`src/logic/timer_regs_pkg.sv`:
```
package timer_regs_pkg;
	// ****************************************
	// address windows
	// ****************************************
	localparam logic [7:0] IO_SPACE_OFFSET = 8'h20;
	localparam logic [7:0] EXTENDED_IO_START = 8'h60;
	localparam int IO_WINDOW_BITS = 6;
	// ****************************************
	// register offsets
	// ****************************************
	localparam logic [7:0] CAPTURE1_LOW_OFFSET = 8'h26;
	localparam logic [7:0] CAPTURE1_HIGH_OFFSET = 8'h27;
	localparam logic [7:0] EVENT_FLAGS_OFFSET = 8'h36;
	localparam logic [7:0] INTERRUPT_MASK_OFFSET = 8'h37;
	localparam logic [7:0] CAPTURE3_LOW_OFFSET = 8'h80;
	localparam logic [7:0] CAPTURE3_HIGH_OFFSET = 8'h81;
	localparam logic [7:0] COMPARE3C_LOW_OFFSET = 8'h82;
	localparam logic [7:0] COMPARE3C_HIGH_OFFSET = 8'h83;
	localparam logic [7:0] COMPARE3B_LOW_OFFSET = 8'h84;
	localparam logic [7:0] COMPARE3B_HIGH_OFFSET = 8'h85;
	localparam logic [7:0] COMPARE3A_LOW_OFFSET = 8'h86;
	localparam logic [7:0] COMPARE3A_HIGH_OFFSET = 8'h87;
	// ****************************************
	// bit positions in mask and flag registers
	// ****************************************
	localparam int CAPTURE1_BIT = 5;
	localparam int MATCH1A_BIT = 4;
	localparam int MATCH1B_BIT = 3;
	localparam int WRAP1_BIT = 2;
	// ****************************************
	// reset values and synchronizer depth
	// ****************************************
	localparam logic [7:0] BYTE_RESET = 8'h00;
	localparam logic [15:0] WORD_RESET = 16'h0000;
	localparam int SYNC_STAGES = 3;
endpackage
```
`src/logic/capture_word.sv`:
```
module capture_word
	import timer_regs_pkg::*;
#(
	parameter int WIDTH = 16
) (
	input wire logic core_clk,
	input wire logic rst_n,
	input wire logic capture_load,
	input wire logic [WIDTH-1:0] counter_value,
	input wire logic write_en,
	input wire logic [WIDTH-1:0] write_value,
	output logic [WIDTH-1:0] value
);
	logic [WIDTH-1:0] next_value;

	// ****************************************
	// capture beats a software write
	// ****************************************
	always_comb begin
		next_value = value;
		if (capture_load) begin
			next_value = counter_value;
		end else if (write_en) begin
			next_value = write_value;
		end
	end

	always_ff @(posedge core_clk or negedge rst_n) begin
		if (!rst_n) begin
			value <= WORD_RESET[WIDTH-1:0];
		end else begin
			value <= next_value;
		end
	end
endmodule

```
`src/logic/pin_event_sync.sv`:
```
module pin_event_sync
	import timer_regs_pkg::*;
(
	input wire logic core_clk,
	input wire logic rst_n,
	input wire logic pin,
	input wire logic rising_sel,
	output logic event_pulse
);
	logic [SYNC_STAGES-1:0] stage;
	logic level;
	logic next_level;
	logic next_event;

	// ****************************************
	// filtered level: stages two and three agree
	// ****************************************
	always_comb begin
		next_level = level;
		if (stage[1] == stage[2]) begin
			next_level = stage[2];
		end
		next_event = (next_level != level) && (next_level == rising_sel);
	end

	always_ff @(posedge core_clk or negedge rst_n) begin
		if (!rst_n) begin
			stage <= '0;
			level <= 1'b0;
			event_pulse <= 1'b0;
		end else begin
			stage <= {stage[SYNC_STAGES-2:0], pin};
			level <= next_level;
			event_pulse <= next_event;
		end
	end
endmodule

```
`src/logic/timer16_capture_compare_regs.sv`:
```
module timer16_capture_compare_regs
	import timer_regs_pkg::*;
(
	input wire logic core_clk,
	input wire logic rst_n,
	input wire logic io_instruction,
	input wire logic [7:0] bus_addr,
	input wire logic bus_write,
	input wire logic bus_read,
	input wire logic [7:0] bus_wdata,
	output logic [7:0] bus_rdata,
	input wire logic [15:0] counter1_value,
	input wire logic [15:0] counter3_value,
	input wire logic [15:0] compare1a_value,
	input wire logic [15:0] compare1b_value,
	input wire logic counter1_overflow,
	input wire logic wrap_sets_flag1,
	input wire logic top_from_capture1,
	input wire logic top_from_capture3,
	input wire logic forced_match_strobe,
	input wire logic capture_input_pin1,
	input wire logic capture_input_pin3,
	input wire logic comparator_out,
	input wire logic capture1_from_comparator,
	input wire logic capture1_rising,
	input wire logic capture3_rising,
	input wire logic global_irq_enable,
	input wire logic capture1_serviced,
	input wire logic match1a_serviced,
	input wire logic match1b_serviced,
	input wire logic wrap1_serviced,
	output logic irq_capture1,
	output logic irq_match1a,
	output logic irq_match1b,
	output logic irq_wrap1,
	output logic [7:0] timer_interrupt_mask,
	output logic capture1_is_top,
	output logic capture3_is_top,
	output logic [15:0] capture1_value,
	output logic [15:0] capture3_value,
	output logic [15:0] compare3a_value,
	output logic [15:0] compare3b_value,
	output logic [15:0] compare3c_value
);
	// ****************************************
	// capture sources
	// ****************************************
	logic [2:0] raw_source;
	logic [2:0] edge_sel;
	logic [2:0] source_event;
	logic [1:0] capture_load;
	logic [15:0] capture_word_value [2];
	logic [1:0] capture_write;
	logic [15:0] counter_pick [2];
	logic [7:0] high_latch;

	assign raw_source = {comparator_out, capture_input_pin3,
		capture_input_pin1};
	assign edge_sel = {capture1_rising, capture3_rising, capture1_rising};
	assign counter_pick[0] = counter1_value;
	assign counter_pick[1] = counter3_value;
	assign capture_load[0] = capture1_from_comparator ? source_event[2] :
		source_event[0];
	assign capture_load[1] = source_event[1];

	genvar gi;
	generate
		for (gi = 0; gi < 3; gi++) begin : g_sync
			pin_event_sync u_sync (
				.core_clk(core_clk),
				.rst_n(rst_n),
				.pin(raw_source[gi]),
				.rising_sel(edge_sel[gi]),
				.event_pulse(source_event[gi])
			);
		end
		for (gi = 0; gi < 2; gi++) begin : g_cap
			capture_word #(.WIDTH(16)) u_cap (
				.core_clk(core_clk),
				.rst_n(rst_n),
				.capture_load(capture_load[gi]),
				.counter_value(counter_pick[gi]),
				.write_en(capture_write[gi]),
				.write_value({high_latch, bus_wdata}),
				.value(capture_word_value[gi])
			);
		end
	endgenerate

	// ****************************************
	// address decode
	// ****************************************
	logic [7:0] reg_offset;
	logic offset_valid;

	always_comb begin
		reg_offset = bus_addr;
		offset_valid = 1'b1;
		if (io_instruction) begin
			reg_offset = {2'b00, bus_addr[IO_WINDOW_BITS-1:0]};
		end else if (bus_addr >= EXTENDED_IO_START) begin
			reg_offset = bus_addr;
		end else if (bus_addr >= IO_SPACE_OFFSET) begin
			reg_offset = bus_addr - IO_SPACE_OFFSET;
		end else begin
			offset_valid = 1'b0;
		end
	end

	// ****************************************
	// register file and shared latch
	// ****************************************
	logic [7:0] next_high_latch;
	logic [7:0] next_mask;
	logic [3:0] flags;
	logic [3:0] next_flags;
	logic [15:0] next_c3a;
	logic [15:0] next_c3b;
	logic [15:0] next_c3c;
	logic [7:0] next_rdata;
	logic [7:0] flag_byte;
	logic wr;
	logic rd;
	logic match1a_now;
	logic match1b_now;
	logic top1_reached;

	assign wr = bus_write && offset_valid;
	assign rd = bus_read && offset_valid;
	assign match1a_now = counter1_value == compare1a_value;
	assign match1b_now = counter1_value == compare1b_value;
	assign top1_reached = top_from_capture1 &&
		counter1_value == capture_word_value[0];
	assign capture_write[0] = wr && reg_offset == CAPTURE1_LOW_OFFSET;
	assign capture_write[1] = wr && reg_offset == CAPTURE3_LOW_OFFSET;

	always_comb begin
		flag_byte = BYTE_RESET;
		flag_byte[CAPTURE1_BIT] = flags[3];
		flag_byte[MATCH1A_BIT] = flags[2];
		flag_byte[MATCH1B_BIT] = flags[1];
		flag_byte[WRAP1_BIT] = flags[0];
	end

	always_comb begin
		next_high_latch = high_latch;
		next_mask = timer_interrupt_mask;
		next_c3a = compare3a_value;
		next_c3b = compare3b_value;
		next_c3c = compare3c_value;
		next_rdata = bus_rdata;
		next_flags = flags;
		if (wr) begin
			unique case (reg_offset)
				CAPTURE1_HIGH_OFFSET, CAPTURE3_HIGH_OFFSET,
				COMPARE3A_HIGH_OFFSET, COMPARE3B_HIGH_OFFSET,
				COMPARE3C_HIGH_OFFSET: begin
					next_high_latch = bus_wdata;
				end
				COMPARE3A_LOW_OFFSET: begin
					next_c3a = {high_latch, bus_wdata};
				end
				COMPARE3B_LOW_OFFSET: begin
					next_c3b = {high_latch, bus_wdata};
				end
				COMPARE3C_LOW_OFFSET: begin
					next_c3c = {high_latch, bus_wdata};
				end
				INTERRUPT_MASK_OFFSET: begin
					next_mask = bus_wdata;
				end
				EVENT_FLAGS_OFFSET: begin
					next_flags = flags & ~{bus_wdata[CAPTURE1_BIT],
						bus_wdata[MATCH1A_BIT], bus_wdata[MATCH1B_BIT],
						bus_wdata[WRAP1_BIT]};
				end
				default: begin
				end
			endcase
		end
		// service clears, hardware set wins last
		if (capture1_serviced) next_flags[3] = 1'b0;
		if (match1a_serviced) next_flags[2] = 1'b0;
		if (match1b_serviced) next_flags[1] = 1'b0;
		if (wrap1_serviced) next_flags[0] = 1'b0;
		if (capture_load[0] || top1_reached) next_flags[3] = 1'b1;
		if (match1a_now) next_flags[2] = 1'b1;
		if (match1b_now) next_flags[1] = 1'b1;
		if (counter1_overflow && wrap_sets_flag1) begin
			next_flags[0] = 1'b1;
		end
		if (rd) begin
			next_rdata = BYTE_RESET;
			unique case (reg_offset)
				CAPTURE1_LOW_OFFSET: begin
					next_rdata = capture_word_value[0][7:0];
					next_high_latch = capture_word_value[0][15:8];
				end
				CAPTURE3_LOW_OFFSET: begin
					next_rdata = capture_word_value[1][7:0];
					next_high_latch = capture_word_value[1][15:8];
				end
				COMPARE3A_LOW_OFFSET: begin
					next_rdata = compare3a_value[7:0];
					next_high_latch = compare3a_value[15:8];
				end
				COMPARE3B_LOW_OFFSET: begin
					next_rdata = compare3b_value[7:0];
					next_high_latch = compare3b_value[15:8];
				end
				COMPARE3C_LOW_OFFSET: begin
					next_rdata = compare3c_value[7:0];
					next_high_latch = compare3c_value[15:8];
				end
				CAPTURE1_HIGH_OFFSET, CAPTURE3_HIGH_OFFSET,
				COMPARE3A_HIGH_OFFSET, COMPARE3B_HIGH_OFFSET,
				COMPARE3C_HIGH_OFFSET: begin
					next_rdata = high_latch;
				end
				INTERRUPT_MASK_OFFSET: begin
					next_rdata = timer_interrupt_mask;
				end
				EVENT_FLAGS_OFFSET: begin
					next_rdata = flag_byte;
				end
				default: begin
					next_rdata = BYTE_RESET;
				end
			endcase
		end
	end

	// forced strobe deliberately feeds no flag
	logic unused_forced;
	assign unused_forced = forced_match_strobe;

	always_ff @(posedge core_clk or negedge rst_n) begin
		if (!rst_n) begin
			high_latch <= BYTE_RESET;
			timer_interrupt_mask <= BYTE_RESET;
			flags <= 4'h0;
			compare3a_value <= WORD_RESET;
			compare3b_value <= WORD_RESET;
			compare3c_value <= WORD_RESET;
			bus_rdata <= BYTE_RESET;
		end else begin
			high_latch <= next_high_latch;
			timer_interrupt_mask <= next_mask;
			flags <= next_flags;
			compare3a_value <= next_c3a;
			compare3b_value <= next_c3b;
			compare3c_value <= next_c3c;
			bus_rdata <= next_rdata;
		end
	end

	// ****************************************
	// interrupt requests and outputs
	// ****************************************
	logic next_irq_c;
	logic next_irq_a;
	logic next_irq_b;
	logic next_irq_w;

	always_comb begin
		next_irq_c = timer_interrupt_mask[CAPTURE1_BIT] && global_irq_enable
			&& flags[3];
		next_irq_a = timer_interrupt_mask[MATCH1A_BIT] && global_irq_enable
			&& flags[2];
		next_irq_b = timer_interrupt_mask[MATCH1B_BIT] && global_irq_enable
			&& flags[1];
		next_irq_w = timer_interrupt_mask[WRAP1_BIT] && global_irq_enable
			&& flags[0];
	end

	always_ff @(posedge core_clk or negedge rst_n) begin
		if (!rst_n) begin
			irq_capture1 <= 1'b0;
			irq_match1a <= 1'b0;
			irq_match1b <= 1'b0;
			irq_wrap1 <= 1'b0;
			capture1_is_top <= 1'b0;
			capture3_is_top <= 1'b0;
			capture1_value <= WORD_RESET;
			capture3_value <= WORD_RESET;
		end else begin
			irq_capture1 <= next_irq_c;
			irq_match1a <= next_irq_a;
			irq_match1b <= next_irq_b;
			irq_wrap1 <= next_irq_w;
			capture1_is_top <= top_from_capture1;
			capture3_is_top <= top_from_capture3;
			capture1_value <= capture_word_value[0];
			capture3_value <= capture_word_value[1];
		end
	end
endmodule

```
`config.mk`:
```
export PLATFORM = sky130hd
export DESIGN_NAME = timer16_capture_compare_regs
export DESIGN_NICKNAME = d
export VERILOG_FILES = /design/src/logic/timer_regs_pkg.sv /design/src/logic/capture_word.sv /design/src/logic/pin_event_sync.sv /design/src/logic/timer16_capture_compare_regs.sv
export SDC_FILE = /design/constraint.sdc
export NUM_CORES = 1
export LEC_CHECK = 0
export BUFFER_PORTS_ARGS = -buffer_cell sky130_fd_sc_hd__buf_4
export CAP_MARGIN = 20
export CORE_MARGIN = 2
export CORE_UTILIZATION = 55
export CTS_CLUSTER_SIZE = 10
export DETAILED_ROUTE_END_ITERATION = 16
export GPL_TIMING_DRIVEN = 0
export PLACE_DENSITY = 0.88
export SLEW_MARGIN = 20
export SYNTH_ARGS = -nofsm -noshare
export SYNTH_HDL_FRONTEND = slang
export SYNTH_SLANG_ARGS = --single-unit
```
`constraint.sdc`:
```
create_clock -name core_clk -period 3.5 [get_ports core_clk]
set_clock_uncertainty 0.05 [all_clocks]
set_input_delay 0.35 -clock core_clk [delete_from_list [all_inputs] [get_ports core_clk]]
set_output_delay 0.35 -clock core_clk [all_outputs]
set_load 0.005 [all_outputs]
```
; ---- Yosys cells after proc, flatten, opt, wreduce, memory -nomap -nowiden
; Index checks and enable logic that the tools add are counted.
[word_totals]
register_bits = 161
input_bits = 101
out_inout_bits = 102
wordCells = 124
[op_classes]
n_addsub = 1
magnitude_cmp = 2
n_eq_ne = 24
mux = 29
bitwise_logic = 2
n_reduce_logical = 37
[op_table]
columns = op, count
row1 = "8-bit == test, second input constant", 8
row2 = 16-bit two-way mux, 4
row3 = 8-bit one-hot mux with 8 select lines, 1
row4 = 16-bit == test, 3
row5 = 8-bit two-way mux, 6
row6 = 8-bit one-hot mux with 5 select lines, 1
row7 = "8-bit by 6-bit == test with 1-bit output, second input constant", 4
row8 = 3-bit nonzero test, 8
row9 = 1-bit logical AND, 17
row10 = 2-bit AND reduction, 8
row11 = 1-bit two-way mux, 15
row12 = "8-bit by 6-bit greater-or-equal comparator with 1-bit output, second input constant", 1
row13 = "8-bit by 7-bit greater-or-equal comparator with 1-bit output, second input constant", 1
row14 = 4-bit two-way mux, 2
row15 = "8-bit by 6-bit subtractor with 8-bit output, second input constant", 1
row16 = 1-bit == test, 6
row17 = 5-bit OR reduction, 1
row18 = 4-bit bitwise AND, 1
row19 = 4-bit NOT, 1
row20 = 2-bit nonzero test, 2
row21 = 1-bit != test, 3
row22 = 1-bit logical OR, 1

; ---- Logic depth before layout (Yosys ltp)
[logic_depth]
depth_word = 10
depth_mapped = 11
mapped_depth_nobuf = 8

; ---- By module
; From an unflattened synthesis, not the netlist that was laid out.
[hier_totals]
cells_unflattened = 612
area_unflattened_um2 = 7553.5
[modules_own_cells]
columns = module, instances, cells_each, area_per_inst_um2, seq_area_each_um2
row1 = timer16_capture_compare_regs, 1, 447, 5591.6, 2852.7
row2 = capture_word, 2, 69, 744.5, 400.4
row3 = pin_event_sync, 3, 9, 157.7, 125.1

; ---- Least setup slack after synthesis
; No wires, ideal clock.
[synth_path]
path_kind = input -> register
startpoint = input port bus_addr[5]
endpoint = register bus_rdata[0]
setup_time_ps = 150
arrival_ps = 2288
required_ps = 3300
path_slack_ps = 1012
stages = 10
n_path_buf = 2
cell_sequence = buf_6 -> inv_1 -> ha_1 -> or2_2 -> a21oi_1 -> a211oi_1 -> o21a_1 -> buf_2 -> o41ai_4 -> a22oi_1
[synth_between]
elab_chain_cells = 7
elab_cells_between_ends = 24
cone_classes = add/sub (1) / order compare (2) / eq/ne (12) / mux (7) / reduce/logical (2)
[synth_rtl]
columns = item, line_no
row1 = "start, declared", timer16_capture_compare_regs.sv:7  ; input wire logic [7:0] bus_addr,
row2 = 8-bit by 6-bit subtractor with 8-bit output or 8-bit by 6-bit greater-or-equal comparator with 1-bit output (tied branches), "timer16_capture_compare_regs.sv:104, timer16_capture_compare_regs.sv:103"
row3 = 8-bit two-way mux, timer16_capture_compare_regs.sv:103  ; end else if (bus_addr >= IO_SPACE_OFFSET) begin
row4 = 8-bit two-way mux, timer16_capture_compare_regs.sv:101  ; end else if (bus_addr >= EXTENDED_IO_START) begin
row5 = 8-bit two-way mux, timer16_capture_compare_regs.sv:99  ; if (io_instruction) begin
row6 = 8-bit by 6-bit == test with 1-bit output or 8-bit == test (tied branches), timer16_capture_compare_regs.sv:194  ; unique case (reg_offset)
row7 = 5-bit OR reduction, timer16_capture_compare_regs.sv:194
row8 = 8-bit one-hot mux with 8 select lines, timer16_capture_compare_regs.sv:194
row9 = "end signal, assigned", timer16_capture_compare_regs.sv:253  ; bus_rdata <= next_rdata;
row10 = "end, declared", timer16_capture_compare_regs.sv:11  ; output logic [7:0] bus_rdata,
; Several ways; a longest one is shown, not always the timed one.
; A chain may end at the register's enable or synchronous reset.

; ---- Worst setup path after layout
[layout_path]
startpoint = input port bus_addr[5]
endpoint = register bus_rdata[7]
; The elaborated chain is that of the path after synthesis.

==> impl_metrics.ini <==
[clock_tree]
clk_pin_slew_ps = 60
clkSinkCount = 161
clockRootBuffer = clkbuf_16
numCtsBuffers = 17
post_cts_buffers = 0
cts.repair.resized = 0
cts_tree = done
cts_hold_buf = 6
clkLatencyLatePin_ps = 430
htree_levels = 4
clk_path_buf_depth = 2

[placement]
dp_hpwl_um = 16800
postPlaceCellArea_sq_um = 9360
place_worst_setup_slack_ps = 568
finalWeightedCongestion = 0.972
port_buffers = 199

[power_and_ir_drop]
power_density_nw_per_um2 = 519
p_leak_nw = 4.92
power.share.switching_pct = 26.7
power.share.combinational_pct = 16.1
p_switching_w = 0.00140
internal_power_w = 0.00384
sequentialPowerShare_pct = 45.2
peakVddDrop_uv = 315
clockPowerShare_pct = 38.8

[synth]
synthesis.yosys.warnings = 0
post-synth-top-area-cell = dfrtp_1
yosysTopAreaCellShare_pct = 52.9
ys.flop_type = dfrtp_1
synth-edff-count = 0
netlist-cell-type-count = 65
postSynth.asyncResetShare_pct = 100
synth_nets = 712
synthesis.area_sq_um = 7610
synthTopCellsByArea = dfrtp_1 53%, mux2_2 7.8%, mux2i_1 6.8%
avgSynthCellArea_sq_um = 12.5
synth.yosys.seq_area_share_pct = 52.9
synthesis.instances = 609
yosys_register_bits = 161

[critical_path]
worst-r2r-cell-count = 4
crit_path_max_fanout = 10
regToRegSetupSlack_ps = 1270
max_stage_delay_ps = 540
worst_setup_path_end_kind = flop
timing.critical_path.slowest_stage_cell = o41ai_4
worstReg2RegEnd = g_cap[0].u_cap.value[12]
crit_buf_inv = 4
cp_data_arrival_time_ps = 2780
worst_ep_required_time_ps = 3730
launching_point_of_the_worst_reg2reg_path = g_sync[2].u_sync.event_pulse
setup.worst_path.class = in2reg
setup.worst_path.start_class = input pin
cp_delay_by_family_top = compound AO/OA/AOI/OAI gates
critical_path_cell_by_cell = buf_4, buf_6, inv_1, ha_1, or2_2, a21oi_1, a211oi_1, o21a_1, buf_2, o41ai_4, o21ai_0

[detailed_routing]
final_antenna_net_count = 0
total_detailed_routing_wirelength_um = 23200
via_count = 6288
drt_iter0_markers = 543
post_drt_wl_per_cell_um = 22.7
detailedRoute.firstPassIterationCount = 5
drt_drc_violations_left = 0
route.detailed.vias_per_inst = 6.14

[floorplanning]
chipHeight_um = 122
core_area_sq_um = 13400
floorplan.initialDensity_pct = 56.8
floorplan.die_area_sq_um = 14800
design.portCount = 203
dieWidth_um = 122
rows = 42

[finish]
final_core_util_pct = 75.3
synthToLayoutAreaGrowth_pct = 32.5
final_cell_area_excluding_filler_cells_sq_um = 10100
final_cell_mix = 202 x buf_4, 161 x dfrtp_1, 53 x mux2_2, 51 x mux2i_1, 48 x xnor2_1
diodes = 0
final_layout_size_suffix_gt1_share_pct = 40.0
num-nets-final = 938
layout_commonest_cell = buf_4

[sta]
worst_path_setup_slack_after_routing_ps = 954
grt_setup_unrepaired = no
max_freq_mhz = 393
finalHoldViolations = 0
setup_viol_count_final = 0
timing.slew.headroom_pct = 43.9
slew_violations = 0
layout_worst_path_cycle_share_pct = 72.7
fin_hold_ws_ps = 99.2
final.min_clock_period_ps = 2550
timing.setup.tns_ps = 0
worst-slew-pin-transition_ps = 842

[status]
outcome = finished, final reports clean

[global_route]
grt_max_degree = 92
number_of_global_route_vias_before_repair = 6390
antenna_found_initial = 0
grt.overflow.total = 0
grt.total_usage_pct = 32.4
grt_pass1_wl_um = 35900

[min_path]
worstHoldEndpoint = flags[0]
hold_class = in2reg
worst_hold_depth = 2
worst_hold_startpoint = wrap_sets_flag1

[run]
maxCapViolCount = 0
-- synthesized netlist by cell type (all sizes together) (3+ instances only) --
cell type and number:
a21oi 23, mux2 63, a32o 12, mux4 4, and2 5, o21ai 23
nand3 6, xnor2 48, dfrtp 161, mux2i 52, nor2b 5, buf 20
or4b 3, a32oi 4, a31o 3, nand4 11, nor4 4, a22oi 4
and3 6, nand4b 3, a211oi 6, maj3 3, nor2 30, inv 14
nand2 37, a221oi 13, nor3 4, clkbuf 7
-- power by group through the flow --
stage	clock network, W	registers (W)	logic (W)
finish	0.00203	0.00237	0.000841
global route	0.00213	0.00239	0.000906
CTS	0.00203	0.00236	0.000840
detailed placement	0	0.00239	0.000820
global placement	0	0.00238	0.000784
floorplan	0	0.00231	0.000364
-- cell families after synthesis --
kind of cell	count (synthesis)	share of synthesized area (%)
buffers and inverters	41	2.86
adders and majority gates	5	0.723
DFF	161	52.9
xor gates and xnor gates	48	5.52
and+or+nand+nor	123	8.74
AOI/OAI and AO/OA	112	11.4
muxes	119	17.8
-- area by class of cell --
class | count | area (sq um)
Multi-Input combinational cell | 407 | 3370
Clock inverter | 11 | 173
Inverter | 14 | 52.6
Tap cell | 176 | 220
Sequential cell | 161 | 4030
Timing Repair Buffer | 207 | 1600
Buffer | 27 | 165
Clock buffer | 21 | 480
Fill cell | 888 | 3310
-- registers in the layout (all words and copies together), names as in the netlist --
register and flops:
irq_capture1 1, timer_interrupt_mask 8, capture3_value 16, irq_match1b 1
capture1_is_top 1, g_sync.u_sync.level 3, g_sync.u_sync.event_pulse 3, g_cap.u_cap.value 32
compare3b_value 16, bus_rdata 8, g_sync.u_sync.stage 9, irq_match1a 1
compare3a_value 16, high_latch 8, compare3c_value 16, flags 4
capture3_is_top 1, capture1_value 16, irq_wrap1 1
-- layer usage --
layer | track usage, % | part of all wire, % | vias to the layer above
met3 | 6.69 | 7.4 | 56
met1 | 42.9 | 39 | 3181
met2 | 53.5 | 51 | 348
met5 | 0 | 0 | -
li1 | - | - | 2703
met4 | 11.5 | 2.5 | 0
-- how the worst max path moves through the flow --
stage,slack [ps],startpoint,endpoint,cells past startpoint
after floorplan,1010,bus_addr[5],bus_rdata[0],10
after global placement,640,bus_addr[5],compare3b_value[6],11
after detailed placement,570,bus_addr[5],bus_rdata[7],11
after CTS,1000,bus_addr[5],bus_rdata[7],11
after global routing,840,bus_addr[5],bus_rdata[7],11
final,950,bus_addr[5],bus_rdata[7],11
-- per-stage QoR --
step / power (W) / instances
after floorplan: 0.00267 / 609
after global placement: 0.00316 / 984
after detailed placement: 0.00321 / 985
after CTS: 0.00523 / 1023
after global routing: 0.00543 / 1024
final: 0.00524 / 1024
Note: power is estimated with default switching activity, not from simulation.
